==> config.mk <==
export PLATFORM = sky130hd
export DESIGN_NAME = ext_bus_ctrl
export DESIGN_NICKNAME = d
export VERILOG_FILES = /design/src/rtl/bus_mode_pkg.sv /design/src/rtl/phi_gen.sv /design/src/rtl/access_timer.sv /design/src/rtl/ext_bus_ctrl.sv
export SDC_FILE = /design/constraint.sdc
export NUM_CORES = 1
export LEC_CHECK = 0
export BUFFER_PORTS_ARGS = -buffer_cell sky130_fd_sc_hd__buf_2
export CAP_MARGIN = 10
export CORE_MARGIN = 2
export CORE_UTILIZATION = 55
export CTS_CLUSTER_SIZE = 8
export DETAILED_ROUTE_END_ITERATION = 10
export GPL_ROUTABILITY_DRIVEN = 0
export GPL_TIMING_DRIVEN = 0
export PLACE_DENSITY = 0.88
export RECOVER_POWER = 100
export SYNTH_ARGS = -nofsm -noshare
export SYNTH_HDL_FRONTEND = slang
export SYNTH_SLANG_ARGS = --single-unit
==> constraint.sdc <==
create_clock -name aclk -period 2.65 [get_ports aclk]
set_clock_uncertainty 0.05 [all_clocks]
set_input_delay 0.265 -clock aclk [delete_from_list [all_inputs] [get_ports aclk]]
set_output_delay 0.265 -clock aclk [all_outputs]
set_load 0.03 [all_outputs]
==> src/rtl/bus_mode_pkg.sv <==
`default_nettype none
package bus_mode_pkg;

	////////////////////////////////////////////////////////////////////////////////
	// Processor modes
	localparam logic [1:0] MODE_SINGLE = 2'h0;
	localparam logic [1:0] MODE_EXPAND = 2'h1;
	localparam logic [1:0] MODE_MICRO = 2'h2;
	localparam logic [1:0] MODE_EVAL = 2'h3;

	////////////////////////////////////////////////////////////////////////////////
	// Register byte offsets
	localparam logic [7:0] OFS_MODE0 = 8'h00;
	localparam logic [7:0] OFS_MODE1 = 8'h04;
	localparam logic [7:0] OFS_OSC0 = 8'h08;
	localparam logic [7:0] OFS_PFC = 8'h0C;
	localparam logic [7:0] OFS_GPIO0 = 8'h10;
	localparam logic [7:0] OFS_GPIO4 = 8'h20;
	localparam logic [7:0] OFS_STATUS = 8'h24;

	// Field positions
	localparam int MODE0_WAIT_BIT = 2;
	localparam int MODE0_AUX_BIT = 7;
	localparam int MODE1_WSEL_BIT = 0;
	localparam int OSC0_SOD_BIT = 6;
	localparam int PFC_STBY_BIT = 0;

	// Values after reset
	localparam logic [7:0] MODE0_RST = 8'h00;
	localparam logic [7:0] MODE1_RST = 8'h00;
	localparam logic [7:0] OSC0_RST = 8'h00;
	localparam logic [7:0] PFC_RST = 8'h00;
	localparam logic [15:0] GPIO_RST = 16'h0000;

	////////////////////////////////////////////////////////////////////////////////
	// Timing in clock cycles and half periods of phi
	localparam logic [3:0] PHI_HALF_LAST = 4'h1;
	localparam logic [3:0] ADDR_HALVES = 4'h2;
	localparam logic [3:0] LEN_NOWAIT = 4'h4;
	localparam logic [3:0] LEN_WAIT15 = 4'h6;
	localparam logic [3:0] LEN_WAIT20 = 4'h8;

	////////////////////////////////////////////////////////////////////////////////
	// Memory map of the external bus
	localparam logic [23:0] P4_DATA_ADDR = 24'h00000A;
	localparam logic [23:0] P4_DIR_ADDR = 24'h00000C;
	localparam logic [23:0] INT_RAM_LO = 24'h000000;
	localparam logic [23:0] INT_RAM_HI = 24'h000FFF;
	localparam logic [23:0] INT_ROM_LO = 24'h001000;
	localparam logic [23:0] INT_ROM_HI = 24'h00FFFF;

	localparam logic [1:0] RESP_OKAY = 2'h0;
	localparam logic [1:0] RESP_SLVERR = 2'h2;

	typedef enum logic [1:0] {BUS_IDLE, BUS_ADDR, BUS_DATA, BUS_HOLD} bus_state_t;

	typedef struct packed {
		logic [7:0] out;
		logic [7:0] oe;
	} pin_drive_t;

	typedef struct packed {
		logic width_flag;
		logic queue_flush;
		logic data_valid;
		logic opcode_valid;
	} eval_flags_t;

endpackage
`default_nettype wire

==> src/rtl/phi_gen.sv <==
`default_nettype none
module phi_gen (
	input wire logic aclk,
	input wire logic aresetn,
	input wire logic stall,
	output logic half_tick,
	output logic phi_fall,
	output logic aux_level
);
	import bus_mode_pkg::*;

	logic [3:0] cnt_r;
	logic phi_r;
	logic aux_r;
	wire div_tick = (cnt_r == PHI_HALF_LAST);

	// Phi may only rise when not stalled; the aux clock never looks at the stall
	assign half_tick = div_tick & (phi_r | ~stall);
	assign phi_fall = div_tick & phi_r;
	assign aux_level = aux_r;

	always_ff @(posedge aclk)
	begin
		if (!aresetn)
		begin
			cnt_r <= 4'h0;
			phi_r <= 1'b0;
			aux_r <= 1'b0;
		end
		else
		begin
			cnt_r <= div_tick ? 4'h0 : cnt_r + 4'h1;
			if (div_tick)
			begin
				aux_r <= ~aux_r;
				phi_r <= ~phi_r & ~stall;
			end
		end
	end
endmodule
`default_nettype wire

==> src/rtl/access_timer.sv <==
`default_nettype none
module access_timer (
	input wire logic aclk,
	input wire logic aresetn,
	input wire logic load,
	input wire logic [3:0] load_val,
	input wire logic tick,
	output logic done
);
	logic [3:0] cnt_r;

	assign done = tick & (cnt_r == 4'h1);

	always_ff @(posedge aclk)
	begin
		if (!aresetn)
			cnt_r <= 4'h0;
		else if (load)
			cnt_r <= load_val;
		else if (tick && cnt_r != 4'h0)
			cnt_r <= cnt_r - 4'h1;
	end
endmodule
`default_nettype wire

==> src/rtl/ext_bus_ctrl.sv <==
`default_nettype none
module ext_bus_ctrl (
	input wire logic aclk,
	input wire logic aresetn,
	input wire logic awvalid,
	output logic awready,
	input wire logic [7:0] awaddr,
	input wire logic wvalid,
	output logic wready,
	input wire logic [31:0] wdata,
	input wire logic [3:0] wstrb,
	output logic bvalid,
	input wire logic bready,
	output logic [1:0] bresp,
	input wire logic arvalid,
	output logic arready,
	input wire logic [7:0] araddr,
	output logic rvalid,
	input wire logic rready,
	output logic [31:0] rdata,
	output logic [1:0] rresp,
	input wire logic mode_strap_pin,
	input wire logic mode_strap_hv,
	input wire logic bus_width_pin,
	input wire logic bus_width_hv,
	input wire logic cpu_req,
	input wire logic [23:0] cpu_addr,
	input wire logic cpu_write,
	input wire logic cpu_word,
	input wire logic [15:0] cpu_wdata,
	input wire logic [15:0] int_rdata,
	output logic cpu_ack,
	output logic [15:0] cpu_rdata,
	input wire logic standby_in,
	input wire bus_mode_pkg::eval_flags_t eval_in,
	input wire logic [7:0] p0_in,
	input wire logic [7:0] p1_in,
	input wire logic [7:0] p2_in,
	input wire logic [7:0] p3_in,
	input wire logic [7:0] p4_in,
	output bus_mode_pkg::pin_drive_t p0_drive,
	output bus_mode_pkg::pin_drive_t p1_drive,
	output bus_mode_pkg::pin_drive_t p2_drive,
	output bus_mode_pkg::pin_drive_t p3_drive,
	output bus_mode_pkg::pin_drive_t p4_drive,
	output logic enable_out
);
	import bus_mode_pkg::*;

	////////////////////////////////////////////////////////////////////////////////
	// Functions

	function automatic logic in_range(input logic [23:0] a, input logic [23:0] lo,
		input logic [23:0] hi);
		in_range = (a >= lo) && (a <= hi);
	endfunction

	function automatic logic [3:0] access_halves(input logic internal, input logic wait_bit,
		input logic wsel);
		if (internal || wait_bit)
			access_halves = LEN_NOWAIT;
		else if (wsel)
			access_halves = LEN_WAIT15;
		else
			access_halves = LEN_WAIT20;
	endfunction

	function automatic logic [7:0] reg_index(input logic [7:0] a);
		reg_index = {2'h0, a[7:2]};
	endfunction

	////////////////////////////////////////////////////////////////////////////////
	// Registers and state

	logic [7:0] mode0_r;
	logic [1:0] pm_r;
	logic [7:0] mode1_r;
	logic [7:0] osc0_r;
	logic [7:0] pfc_r;
	logic [15:0] gpio_r [0:4];
	logic strap_hi_r;
	logic strap_hv_r;

	logic awready_r, wready_r, bvalid_r, arready_r, rvalid_r;
	logic aw_hold_r, w_hold_r;
	logic [7:0] awaddr_r;
	logic [31:0] wdata_r;
	logic [3:0] wstrb_r;
	logic [1:0] bresp_r, rresp_r;
	logic [31:0] rdata_r;

	bus_state_t state_r;
	logic [23:0] acc_addr_r;
	logic acc_write_r, acc_word_r, acc_int_r, acc_wide_r;
	logic [15:0] acc_wdata_r;
	logic grant_n_r;
	logic float_r;
	logic cpu_ack_r;
	logic [15:0] cpu_rdata_r;
	pin_drive_t drive_r [0:4];
	logic enable_r;

	////////////////////////////////////////////////////////////////////////////////
	// Mode decode

	wire ext_mode = (pm_r != MODE_SINGLE);
	wire eval_mode = (pm_r == MODE_EVAL);
	wire micro_mode = (pm_r == MODE_MICRO);
	wire sod = osc0_r[OSC0_SOD_BIT];
	wire stby_sel = pfc_r[PFC_STBY_BIT];
	wire wait_bit = mode0_r[MODE0_WAIT_BIT];
	wire wsel = mode1_r[MODE1_WSEL_BIT];
	wire [1:0] strap_mode = mode_strap_hv ? MODE_EVAL :
		(mode_strap_pin ? MODE_MICRO : MODE_SINGLE);

	// Requests and waits on port 4 only count once the bus pins exist
	wire hold_req = ext_mode & ~p4_in[0];
	wire stall = ext_mode & ~p4_in[1];

	wire half_tick, phi_fall, aux_level, timer_done;

	phi_gen u_phi (
		.aclk(aclk),
		.aresetn(aresetn),
		.stall(stall),
		.half_tick(half_tick),
		.phi_fall(phi_fall),
		.aux_level(aux_level)
	);

	////////////////////////////////////////////////////////////////////////////////
	// Access classification

	wire p4_reg = (cpu_addr == P4_DATA_ADDR) || (cpu_addr == P4_DIR_ADDR);
	wire rom_area = in_range(cpu_addr, INT_ROM_LO, INT_ROM_HI);
	wire req_int = in_range(cpu_addr, INT_RAM_LO, INT_RAM_HI) | (rom_area & ~micro_mode)
		| (eval_mode & p4_reg);
	wire req_wide = ~bus_width_pin | (eval_mode & (p4_reg | (bus_width_hv & rom_area)));
	wire [3:0] req_len = access_halves(req_int, wait_bit, wsel);
	wire start_acc = (state_r == BUS_IDLE) & phi_fall & cpu_req & ~cpu_ack_r & ~float_r
		& ~hold_req;
	wire take_hold = (state_r == BUS_IDLE) & phi_fall & hold_req;
	wire timer_load = start_acc | ((state_r == BUS_ADDR) & timer_done);
	wire [3:0] timer_val = start_acc ? ADDR_HALVES :
		access_halves(acc_int_r, wait_bit, wsel) - ADDR_HALVES;

	access_timer u_timer (
		.aclk(aclk),
		.aresetn(aresetn),
		.load(timer_load),
		.load_val(timer_val),
		.tick(half_tick),
		.done(timer_done)
	);

	wire data_term = (state_r == BUS_DATA);
	wire data_done = data_term & timer_done;
	wire odd_lane = eval_mode | acc_wide_r;
	wire [15:0] ext_rdata = acc_wide_r ? {p1_in, p2_in} : {p2_in, p2_in};
	// Internal data wins so stray levels on the lanes never reach the core
	wire [15:0] read_data = acc_int_r ? int_rdata : ext_rdata;

	////////////////////////////////////////////////////////////////////////////////
	// Pin drive next values

	wire e_strobe = ~(data_term & ~(sod & acc_int_r));
	wire e_nxt = ~ext_mode ? (~sod & ~data_term) :
		(standby_in ? ~(sod & stby_sel) : e_strobe);
	wire aux_pin_on = eval_mode | (micro_mode & ~sod) | (~micro_mode & mode0_r[MODE0_AUX_BIT]);
	wire bus_oe = ~float_r;
	wire acc_busy = (state_r == BUS_ADDR) | data_term;
	wire [7:0] p2_wbyte = (acc_wide_r | ~acc_addr_r[0]) ? acc_wdata_r[7:0] : acc_wdata_r[15:8];
	wire upper_n = ~(acc_busy & (acc_addr_r[0] | (acc_word_r & acc_wide_r)));
	wire [3:0] p3_ctl = {grant_n_r, (state_r == BUS_ADDR), upper_n,
		~(acc_busy & acc_write_r)};
	wire [7:0] p4_eval = {1'b0, eval_in.opcode_valid, eval_in.data_valid, eval_in.queue_flush,
		eval_in.width_flag, aux_level, 2'h0};

	pin_drive_t d_nxt [0:4];

	always_comb
	begin
		for (int i = 0; i < 5; i++)
		begin
			d_nxt[i].out = gpio_r[i][7:0];
			d_nxt[i].oe = gpio_r[i][15:8];
		end
		if (ext_mode)
		begin
			d_nxt[0].out = acc_addr_r[7:0];
			d_nxt[0].oe = {8{bus_oe}};
			d_nxt[1].out = (data_term & odd_lane) ? acc_wdata_r[15:8] : acc_addr_r[15:8];
			d_nxt[1].oe = {8{bus_oe & ~(data_term & odd_lane & ~acc_write_r)}};
			d_nxt[2].out = data_term ? p2_wbyte : acc_addr_r[23:16];
			d_nxt[2].oe = {8{bus_oe & ~(data_term & ~acc_write_r)}};
			d_nxt[3].out = {gpio_r[3][7:4], p3_ctl};
			d_nxt[3].oe = {gpio_r[3][15:12], 2'h3, bus_oe, bus_oe};
			d_nxt[4].oe[1:0] = 2'h0;
			if (eval_mode)
			begin
				d_nxt[4].out = p4_eval;
				d_nxt[4].oe = 8'h7C;
			end
		end
		if (aux_pin_on)
		begin
			d_nxt[4].out[2] = aux_level;
			d_nxt[4].oe[2] = 1'b1;
		end
	end

	////////////////////////////////////////////////////////////////////////////////
	// Bus sequencer

	always_ff @(posedge aclk)
	begin
		if (!aresetn)
		begin
			state_r <= BUS_IDLE;
			acc_addr_r <= 24'h000000;
			acc_write_r <= 1'b0;
			acc_word_r <= 1'b0;
			acc_int_r <= 1'b0;
			acc_wide_r <= 1'b0;
			acc_wdata_r <= 16'h0000;
			grant_n_r <= 1'b1;
			float_r <= 1'b0;
			cpu_ack_r <= 1'b0;
			cpu_rdata_r <= 16'h0000;
		end
		else
		begin
			cpu_ack_r <= data_done;
			if (phi_fall)
				float_r <= ~grant_n_r;
			case (state_r)
				BUS_IDLE:
				begin
					if (take_hold)
					begin
						grant_n_r <= 1'b0;
						state_r <= BUS_HOLD;
					end
					else if (start_acc)
					begin
						acc_addr_r <= cpu_addr;
						acc_write_r <= cpu_write;
						acc_word_r <= cpu_word;
						acc_int_r <= req_int;
						acc_wide_r <= req_wide;
						acc_wdata_r <= cpu_wdata;
						state_r <= BUS_ADDR;
					end
				end
				BUS_ADDR:
				begin
					if (timer_done)
						state_r <= BUS_DATA;
				end
				BUS_DATA:
				begin
					if (timer_done)
					begin
						cpu_rdata_r <= read_data;
						state_r <= BUS_IDLE;
					end
				end
				BUS_HOLD:
				begin
					if (phi_fall && !hold_req)
					begin
						grant_n_r <= 1'b1;
						state_r <= BUS_IDLE;
					end
				end
				default:
					state_r <= BUS_IDLE;
			endcase
		end
	end

	always_ff @(posedge aclk)
	begin
		if (!aresetn)
		begin
			for (int i = 0; i < 5; i++)
				drive_r[i] <= '0;
			enable_r <= 1'b1;
		end
		else
		begin
			for (int i = 0; i < 5; i++)
				drive_r[i] <= d_nxt[i];
			enable_r <= e_nxt;
		end
	end

	////////////////////////////////////////////////////////////////////////////////
	// Register slave

	wire aw_take = awvalid & awready_r;
	wire w_take = wvalid & wready_r;
	wire wr_commit = aw_hold_r & w_hold_r & ~bvalid_r;
	wire aw_hold_nxt = (aw_hold_r | aw_take) & ~wr_commit;
	wire w_hold_nxt = (w_hold_r | w_take) & ~wr_commit;
	wire ar_take = arvalid & arready_r;
	wire rvalid_nxt = ar_take | (rvalid_r & ~rready);
	wire [7:0] widx = reg_index(awaddr_r);
	wire [7:0] ridx = reg_index(araddr);
	wire w_gpio = (awaddr_r >= OFS_GPIO0) && (awaddr_r <= OFS_GPIO4);
	wire r_gpio = (araddr >= OFS_GPIO0) && (araddr <= OFS_GPIO4);
	wire [2:0] wg = 3'(widx - reg_index(OFS_GPIO0));
	wire [2:0] rg = 3'(ridx - reg_index(OFS_GPIO0));
	wire w_known = w_gpio | (awaddr_r == OFS_MODE0) | (awaddr_r == OFS_MODE1)
		| (awaddr_r == OFS_OSC0) | (awaddr_r == OFS_PFC) | (awaddr_r == OFS_STATUS);
	wire [1:0] pm_wr = wdata_r[1:0];
	// Only a single-chip start may leave for the two software modes
	wire pm_ok = ~strap_hi_r & ~strap_hv_r & ((pm_wr == MODE_EXPAND) | (pm_wr == MODE_MICRO)
		| (pm_wr == MODE_SINGLE));
	wire [7:0] pin_in_sel [0:4];
	assign pin_in_sel[0] = p0_in;
	assign pin_in_sel[1] = p1_in;
	assign pin_in_sel[2] = p2_in;
	assign pin_in_sel[3] = p3_in;
	assign pin_in_sel[4] = p4_in;
	wire [31:0] status_w = {20'h0, eval_mode & ~p4_in[7], float_r, ~grant_n_r, acc_busy,
		strap_hv_r, strap_hi_r, 6'(pm_r)};
	wire [31:0] rd_w = (araddr == OFS_MODE0) ? {24'h0, mode0_r[7:2], pm_r} :
		(araddr == OFS_MODE1) ? {24'h0, mode1_r} :
		(araddr == OFS_OSC0) ? {24'h0, osc0_r} :
		(araddr == OFS_PFC) ? {24'h0, pfc_r} :
		(araddr == OFS_STATUS) ? status_w :
		(r_gpio && rg < 3'h5 && araddr[1:0] == 2'h0) ?
			{16'h0, gpio_r[rg][15:8], pin_in_sel[rg]} : 32'h0;
	wire r_known = (araddr == OFS_MODE0) | (araddr == OFS_MODE1) | (araddr == OFS_OSC0)
		| (araddr == OFS_PFC) | (araddr == OFS_STATUS) | r_gpio;

	always_ff @(posedge aclk)
	begin
		if (!aresetn)
		begin
			strap_hi_r <= mode_strap_pin;
			strap_hv_r <= mode_strap_hv;
		end
	end

	always_ff @(posedge aclk)
	begin
		if (!aresetn)
		begin
			mode0_r <= MODE0_RST;
			pm_r <= strap_mode;
			mode1_r <= MODE1_RST;
			osc0_r <= OSC0_RST;
			pfc_r <= PFC_RST;
			for (int i = 0; i < 5; i++)
				gpio_r[i] <= GPIO_RST;
		end
		else if (wr_commit && w_known)
		begin
			if (awaddr_r == OFS_MODE0 && wstrb_r[0])
			begin
				mode0_r <= wdata_r[7:0];
				if (pm_ok)
					pm_r <= pm_wr;
			end
			if (awaddr_r == OFS_MODE1 && wstrb_r[0])
				mode1_r <= wdata_r[7:0];
			if (awaddr_r == OFS_OSC0 && wstrb_r[0])
				osc0_r <= wdata_r[7:0];
			if (awaddr_r == OFS_PFC && wstrb_r[0])
				pfc_r <= wdata_r[7:0];
			if (w_gpio && wg < 3'h5 && awaddr_r[1:0] == 2'h0)
			begin
				if (wstrb_r[0])
					gpio_r[wg][7:0] <= wdata_r[7:0];
				if (wstrb_r[1])
					gpio_r[wg][15:8] <= wdata_r[15:8];
			end
		end
	end

	always_ff @(posedge aclk)
	begin
		if (!aresetn)
		begin
			awready_r <= 1'b0;
			wready_r <= 1'b0;
			aw_hold_r <= 1'b0;
			w_hold_r <= 1'b0;
			bvalid_r <= 1'b0;
			arready_r <= 1'b0;
			rvalid_r <= 1'b0;
			awaddr_r <= 8'h00;
			wdata_r <= 32'h0;
			wstrb_r <= 4'h0;
			bresp_r <= RESP_OKAY;
			rresp_r <= RESP_OKAY;
			rdata_r <= 32'h0;
		end
		else
		begin
			aw_hold_r <= aw_hold_nxt;
			w_hold_r <= w_hold_nxt;
			awready_r <= ~aw_hold_nxt;
			wready_r <= ~w_hold_nxt;
			arready_r <= ~rvalid_nxt;
			rvalid_r <= rvalid_nxt;
			if (aw_take)
				awaddr_r <= awaddr;
			if (w_take)
			begin
				wdata_r <= wdata;
				wstrb_r <= wstrb;
			end
			if (wr_commit)
			begin
				bvalid_r <= 1'b1;
				bresp_r <= (w_known && awaddr_r != OFS_STATUS) ? RESP_OKAY : RESP_SLVERR;
			end
			else if (bready)
				bvalid_r <= 1'b0;
			if (ar_take)
			begin
				rdata_r <= rd_w;
				rresp_r <= r_known ? RESP_OKAY : RESP_SLVERR;
			end
		end
	end

	////////////////////////////////////////////////////////////////////////////////
	// Outputs

	assign awready = awready_r;
	assign wready = wready_r;
	assign bvalid = bvalid_r;
	assign bresp = bresp_r;
	assign arready = arready_r;
	assign rvalid = rvalid_r;
	assign rdata = rdata_r;
	assign rresp = rresp_r;
	assign cpu_ack = cpu_ack_r;
	assign cpu_rdata = cpu_rdata_r;
	assign p0_drive = drive_r[0];
	assign p1_drive = drive_r[1];
	assign p2_drive = drive_r[2];
	assign p3_drive = drive_r[3];
	assign p4_drive = drive_r[4];
	assign enable_out = enable_r;

endmodule
`default_nettype wire

Word-level counts from Yosys, hierarchy flattened
Memory sizes are Yosys's and may differ from the RTL's.
Index checks and enable logic that the tools add are counted.

operators by class
  add/subtract/negate cells = 5
  order comparisons = 11
  equal/unequal tests = 28
  multiplexer cells = 64
  bitwise logic cells = 109
  reduce and logical (&&, ||, !) cells = 41

operators with widths
  cell                                                                                    count
  16-bit two-way mux                                                                      15
  80-bit two-way mux                                                                      1
  24-bit by 4-bit equality test with 1-bit output (second input constant)                 2
  1-bit bitwise AND                                                                       43
  8-bit two-way mux                                                                       5
  1-bit inverter                                                                          33
  8-bit by 4-bit equality test with 1-bit output (second input constant)                  4
  1-bit bitwise OR                                                                        32
  2-bit two-way mux                                                                       14
  8-bit binary-select mux with 3-bit select                                               1
  24-bit by 1-bit greater-or-equal comparator with 1-bit output (second input constant)   1
  24-bit by 13-bit greater-or-equal comparator with 1-bit output (second input constant)  1
  24-bit by 12-bit less-or-equal comparator with 1-bit output (second input constant)     1
  24-bit by 16-bit less-or-equal comparator with 1-bit output (second input constant)     1
  1-bit two-way mux                                                                       20
  4-bit two-way mux                                                                       5
  8-bit by 3-bit equality test with 1-bit output (second input constant)                  2
  8-bit by 6-bit equality test with 1-bit output (second input constant)                  2
  8-bit by 5-bit greater-or-equal comparator with 1-bit output (second input constant)    2
  8-bit by 6-bit less-or-equal comparator with 1-bit output (second input constant)       2
  1-bit logical AND                                                                       16
  8-bit logical NOT                                                                       2
  16-bit OR reduction                                                                     1
  2-bit equality test (second input constant)                                             5
  other kinds (25)                                                                        47

storage, ports and cells
  register bits = 181
  RAM bits = 160
  bits of input ports = 167
  output and inout port bits = 139
  logic and storage cells = 296
  memories kept = 2

memory list
  memory   depth  width  rd ports  clocked after memory_dff  wr ports  line                 RTL
  drive_r  5      16     5         0                         5         ext_bus_ctrl.sv:100  pin_drive_t drive_r [0:4];
  gpio_r   5      16     6         0                         5         ext_bus_ctrl.sv:80   logic [15:0] gpio_r [0:4];

Logic depth before layout (Yosys ltp)
  word-level depth = 13
  gate-level depth with buffers = 9
  depth with buffers taken out = 7

Cells and area by module
From an unflattened synthesis, not the netlist that was laid out.

second synthesis, totals
  cell total of the unflattened synthesis = 1426
  area total of the unflattened synthesis = 14258.7 um^2

modules (own cells, without submodules)
  module        instances  cells an instance  area each (um^2)  seq. area each (um^2)
  ext_bus_ctrl  1          1364               13725.7           7787.5
  phi_gen       1          30                 267.8             120.1
  access_timer  1          32                 265.3             80.1

Worst setup path after synthesis
No wires, ideal clock.

  path kind = register to register
  from = register bvalid_r, in the netlist bvalid
  to = memory gpio_r[3][0] (enable)
  library setup time = 334 ps
  arrival time = 1836 ps
  data required time = 2266 ps
  path slack = 430 ps
  cell stages (with the launch flop) = 7
  buffers on the path = 1
  period minus slack after synthesis = 2220 ps
  path through = dfxtp_1 > and3b_1 > o2111ai_1 > and4bb_1 > and4_1 > clkbuf_1 > nand2b_1

RTL lines
  what                      line                 RTL
  start: declaration        ext_bus_ctrl.sv:84   logic awready_r, wready_r, bvalid_r, arready_r, rvalid_r;
  start signal: assignment  ext_bus_ctrl.sv:391  bvalid_r <= 1'b0;
  start signal: assignment  ext_bus_ctrl.sv:418  bvalid_r <= 1'b1;
  start signal: assignment  ext_bus_ctrl.sv:422  bvalid_r <= 1'b0;
  end: declaration          ext_bus_ctrl.sv:80

==> reports/metrics.cfg <==
[place]
dp_hpwl_um = 31900
dp_cells = 2064
numPortBuffers = 266
pre_cts_ws_ps = -174

[timing]
final-setup-viol-count = 1
min_period_over_period = 1.01
fin_tns_setup_ps = -13.5
slew_violations = 0
fmax_ghz = 0.375
finalHoldViolCount = 0
fin_crit_ps = 2660
relSlewSlack = 0.241
rsz0062_at_grt = false
fin_ws_ps = -13.5
tightest_slew_ps = 1130

[synth]
synth_xor_area_frac = 0.00367
synth-main-ff-cell = dfxtp_1
ys.warnings.count = 0
synth_area_um2 = 14300
synth_seq_area_share = 0.557
synth_cells = 1422
yosys.area.top_type_share = 0.331
synth_edf_count = 108
synth_top_family_by_area = simple AND/OR/NAND/NOR gates
synth.distinct_cells = 69
synth-compound-area-share = 0.126
yosys.area_share.simple = 0.184
yosys-mux-area-fraction = 0.0781
synth-seq-cells = 345
yosysTopAreaCell = dfxtp_1
async_flop_share = 0
synthAdderAreaFrac = 0.00786
syn_area_per_cell_um2 = 10.1
synth_area_leaders = dfxtp_1, edfxtp_1, nand2_1

[grt]
busiest_layer = met2
grt_pass1_wl_um = 70700
grtUsageTotal = 0.344
overflow = 0
grt_max_degree = 14
grt_util_met2 = 0.567
grt_pass1_vias = 13100
grt_use_met1 = 0.403
antenna_found_initial = 2
grt_use_met3 = 0.0962

[floorplan]
die_w_um = 165
die-area_um2 = 27400
die_h_um = 165
rows = 59
io_pins = 306
core_area_um2 = 25800
start_util = 0.555

[clocking]
cts_buffer_depth = 3
cts_tree = built
htreeDepth = 2
numCtsBuffers = 49
insertion_delay_ps = 570
cts.reportedPaths.clkPinSlew_ps = 60
cts.sinks = 345
cts_root_buffer = clkbuf_16

[route]
dr.pass1.iters = 6
vias = 13200
wire_per_inst_um = 21.7
drt_wl_total_um = 48100
antenna_left = 0
initialDrtViolationCount = 1418
drcViolationCount = 0
post_drt_via_cell_ratio = 5.93

[critical_path]
crit_required_ps = 3000
cp_max_fo = 10
endpoint_kind = register
crit_type = reg -> reg
cp.arrival_ps = 3020
start_kind = register

[final_layout]
syn_to_final_growth_pct = 27.5
drive_gt1_frac = 0.152
multi_input_area_um2 = 5930
final_cell_count_no_fill = 2219
fin_util = 0.708
seq_area_um2 = 7990
fillers = 1819
finalNetCount = 2029

[run]
cap_violations = 0

[power]
totalPowerFinal_uw = 13100
pwr_density_cell_nw_per_um2 = 714
cellLeakagePower_uw = 0.00707
vdd_drop_max_mv = 0.459

[status]
violations = negative setup slack
status = complete, but fails checks

[worst_hold_path]
hp-class = in -> reg

path summary, 6_finish.rpt:
check	startpoint	end	slack, ps	cells past startpoint
setup / recovery	pm_r[1]	drive_r[0][26]	-10	5
hold / removal	rready	rvalid	2	3
setup reg to reg	pm_r[1]	drive_r[0][26]	-10	5
hold reg to reg	cpu_rdata[15]	cpu_rdata[15]	410	2
worst max-delay path: stages (launching register included):
cell and delay, ps:
edfxtp_1 320, clkbuf_1 490, and2_2 550, o21ai_2 260, mux2i_1 230, a211oi_1 610
stage by stage:
stage / instance area, µm² / hold slack [ps]
6_report: 18300 / 2.29
5_1_grt: 18300 / 43.7
4_1_cts: 18400 / 16.3
3_5_place_dp: 16200 / 390
3_3_place_gp: 16200 / 387
2_1_floorplan: 14500 / 314
cell families (layout without fill, tap and decap cells):
family,Yosys count,count (layout)
multiplexers,86,86
AND/OR/NAND/NOR,553,553
flip-flops,345,345
AO/OA/AOI/OAI,284,284
XOR/XNOR,6,6
adder cells (fa/ha/maj),9,9
buffers and inverters,138,557
other,1,44
layer usage:
metal	part of all wire	vias to the layer above
met2	0.47	1030
met3	0.12	256
met5	0	-
met1	0.35	6097
met4	0.059	0
li1	-	5785
Yosys cell counts, types with 20 or more instances:
master,n
dfxtp_1,237
mux4_2,20
a21oi_1,136
o21ai_0,24
nor2_1,94
edfxtp_1,108
mux2i_1,59
nand3_1,37
and2_1,94
nand2_1,242
a21o_1,27
clkbuf_1,78
a211oi_1,20
what timing repair did:
| action | in CTS | in global routing |
|---|---|---|
| hold endpoints to repair | 76 | 0 |
| resized for setup | 4 | 17 |
| buffers inserted | 0 | 1 |
| hold buffers | 76 | 0 |
| setup endpoints to repair | 48 | 84 |
| cloned | 0 | 0 |
layout by cell type (no fill, tap or decap), drive strengths merged, types with 42 or more instances in the layout:
cell	instances
clkbuf	290
nand2	242
dfxtp	237
buf	177
a21oi	136
edfxtp	108
nor2	95
and2	94
dlygate4sd3	76
mux2i	59
conb	42
report_power, final:
| part | internal (µW) | total, µW | leakage, µW | switching (µW) |
|---|---|---|---|---|
| Sequential | 5680 | 5820 | 0.00305 | 145 |
| Clock | 3470 | 5760 | 0.000668 | 2290 |
| Combinational | 516 | 1470 | 0.00335 | 955 |
| Total | 9660 | 13100 | 0.00707 | 3390 |
registers in the layout (all words and copies together) (netlist names), 4 cells and up:
register / count
u_phi.cnt_r: 4
osc0_r: 8
mode0_r: 6
acc_addr_r: 24
acc_wdata_r: 16
gpio_r: 104
mode1_r: 8
pfc_r: 8
drive_r: 80
rdata: 16
u_timer.cnt_r: 4
awaddr_r: 8
wdata_r: 16
cpu_rdata: 16
area by class of cell:
| cell class | count | area share |
|---|---|---|
| Buffer | 123 | 0.0304 |
| Tap cell | 335 | 0.0229 |
| Clock inverter | 3 | 0.00260 |
| Antenna cell | 2 | 0.000274 |
| Multi-Input combinational cell | 980 | 0.324 |
| Sequential cell | 345 | 0.437 |
| Clock buffer | 77 | 0.0740 |
| Inverter | 11 | 0.00226 |
| Timing Repair Buffer | 343 | 0.106 |
Note: power is estimated with default switching activity, not from simulation.
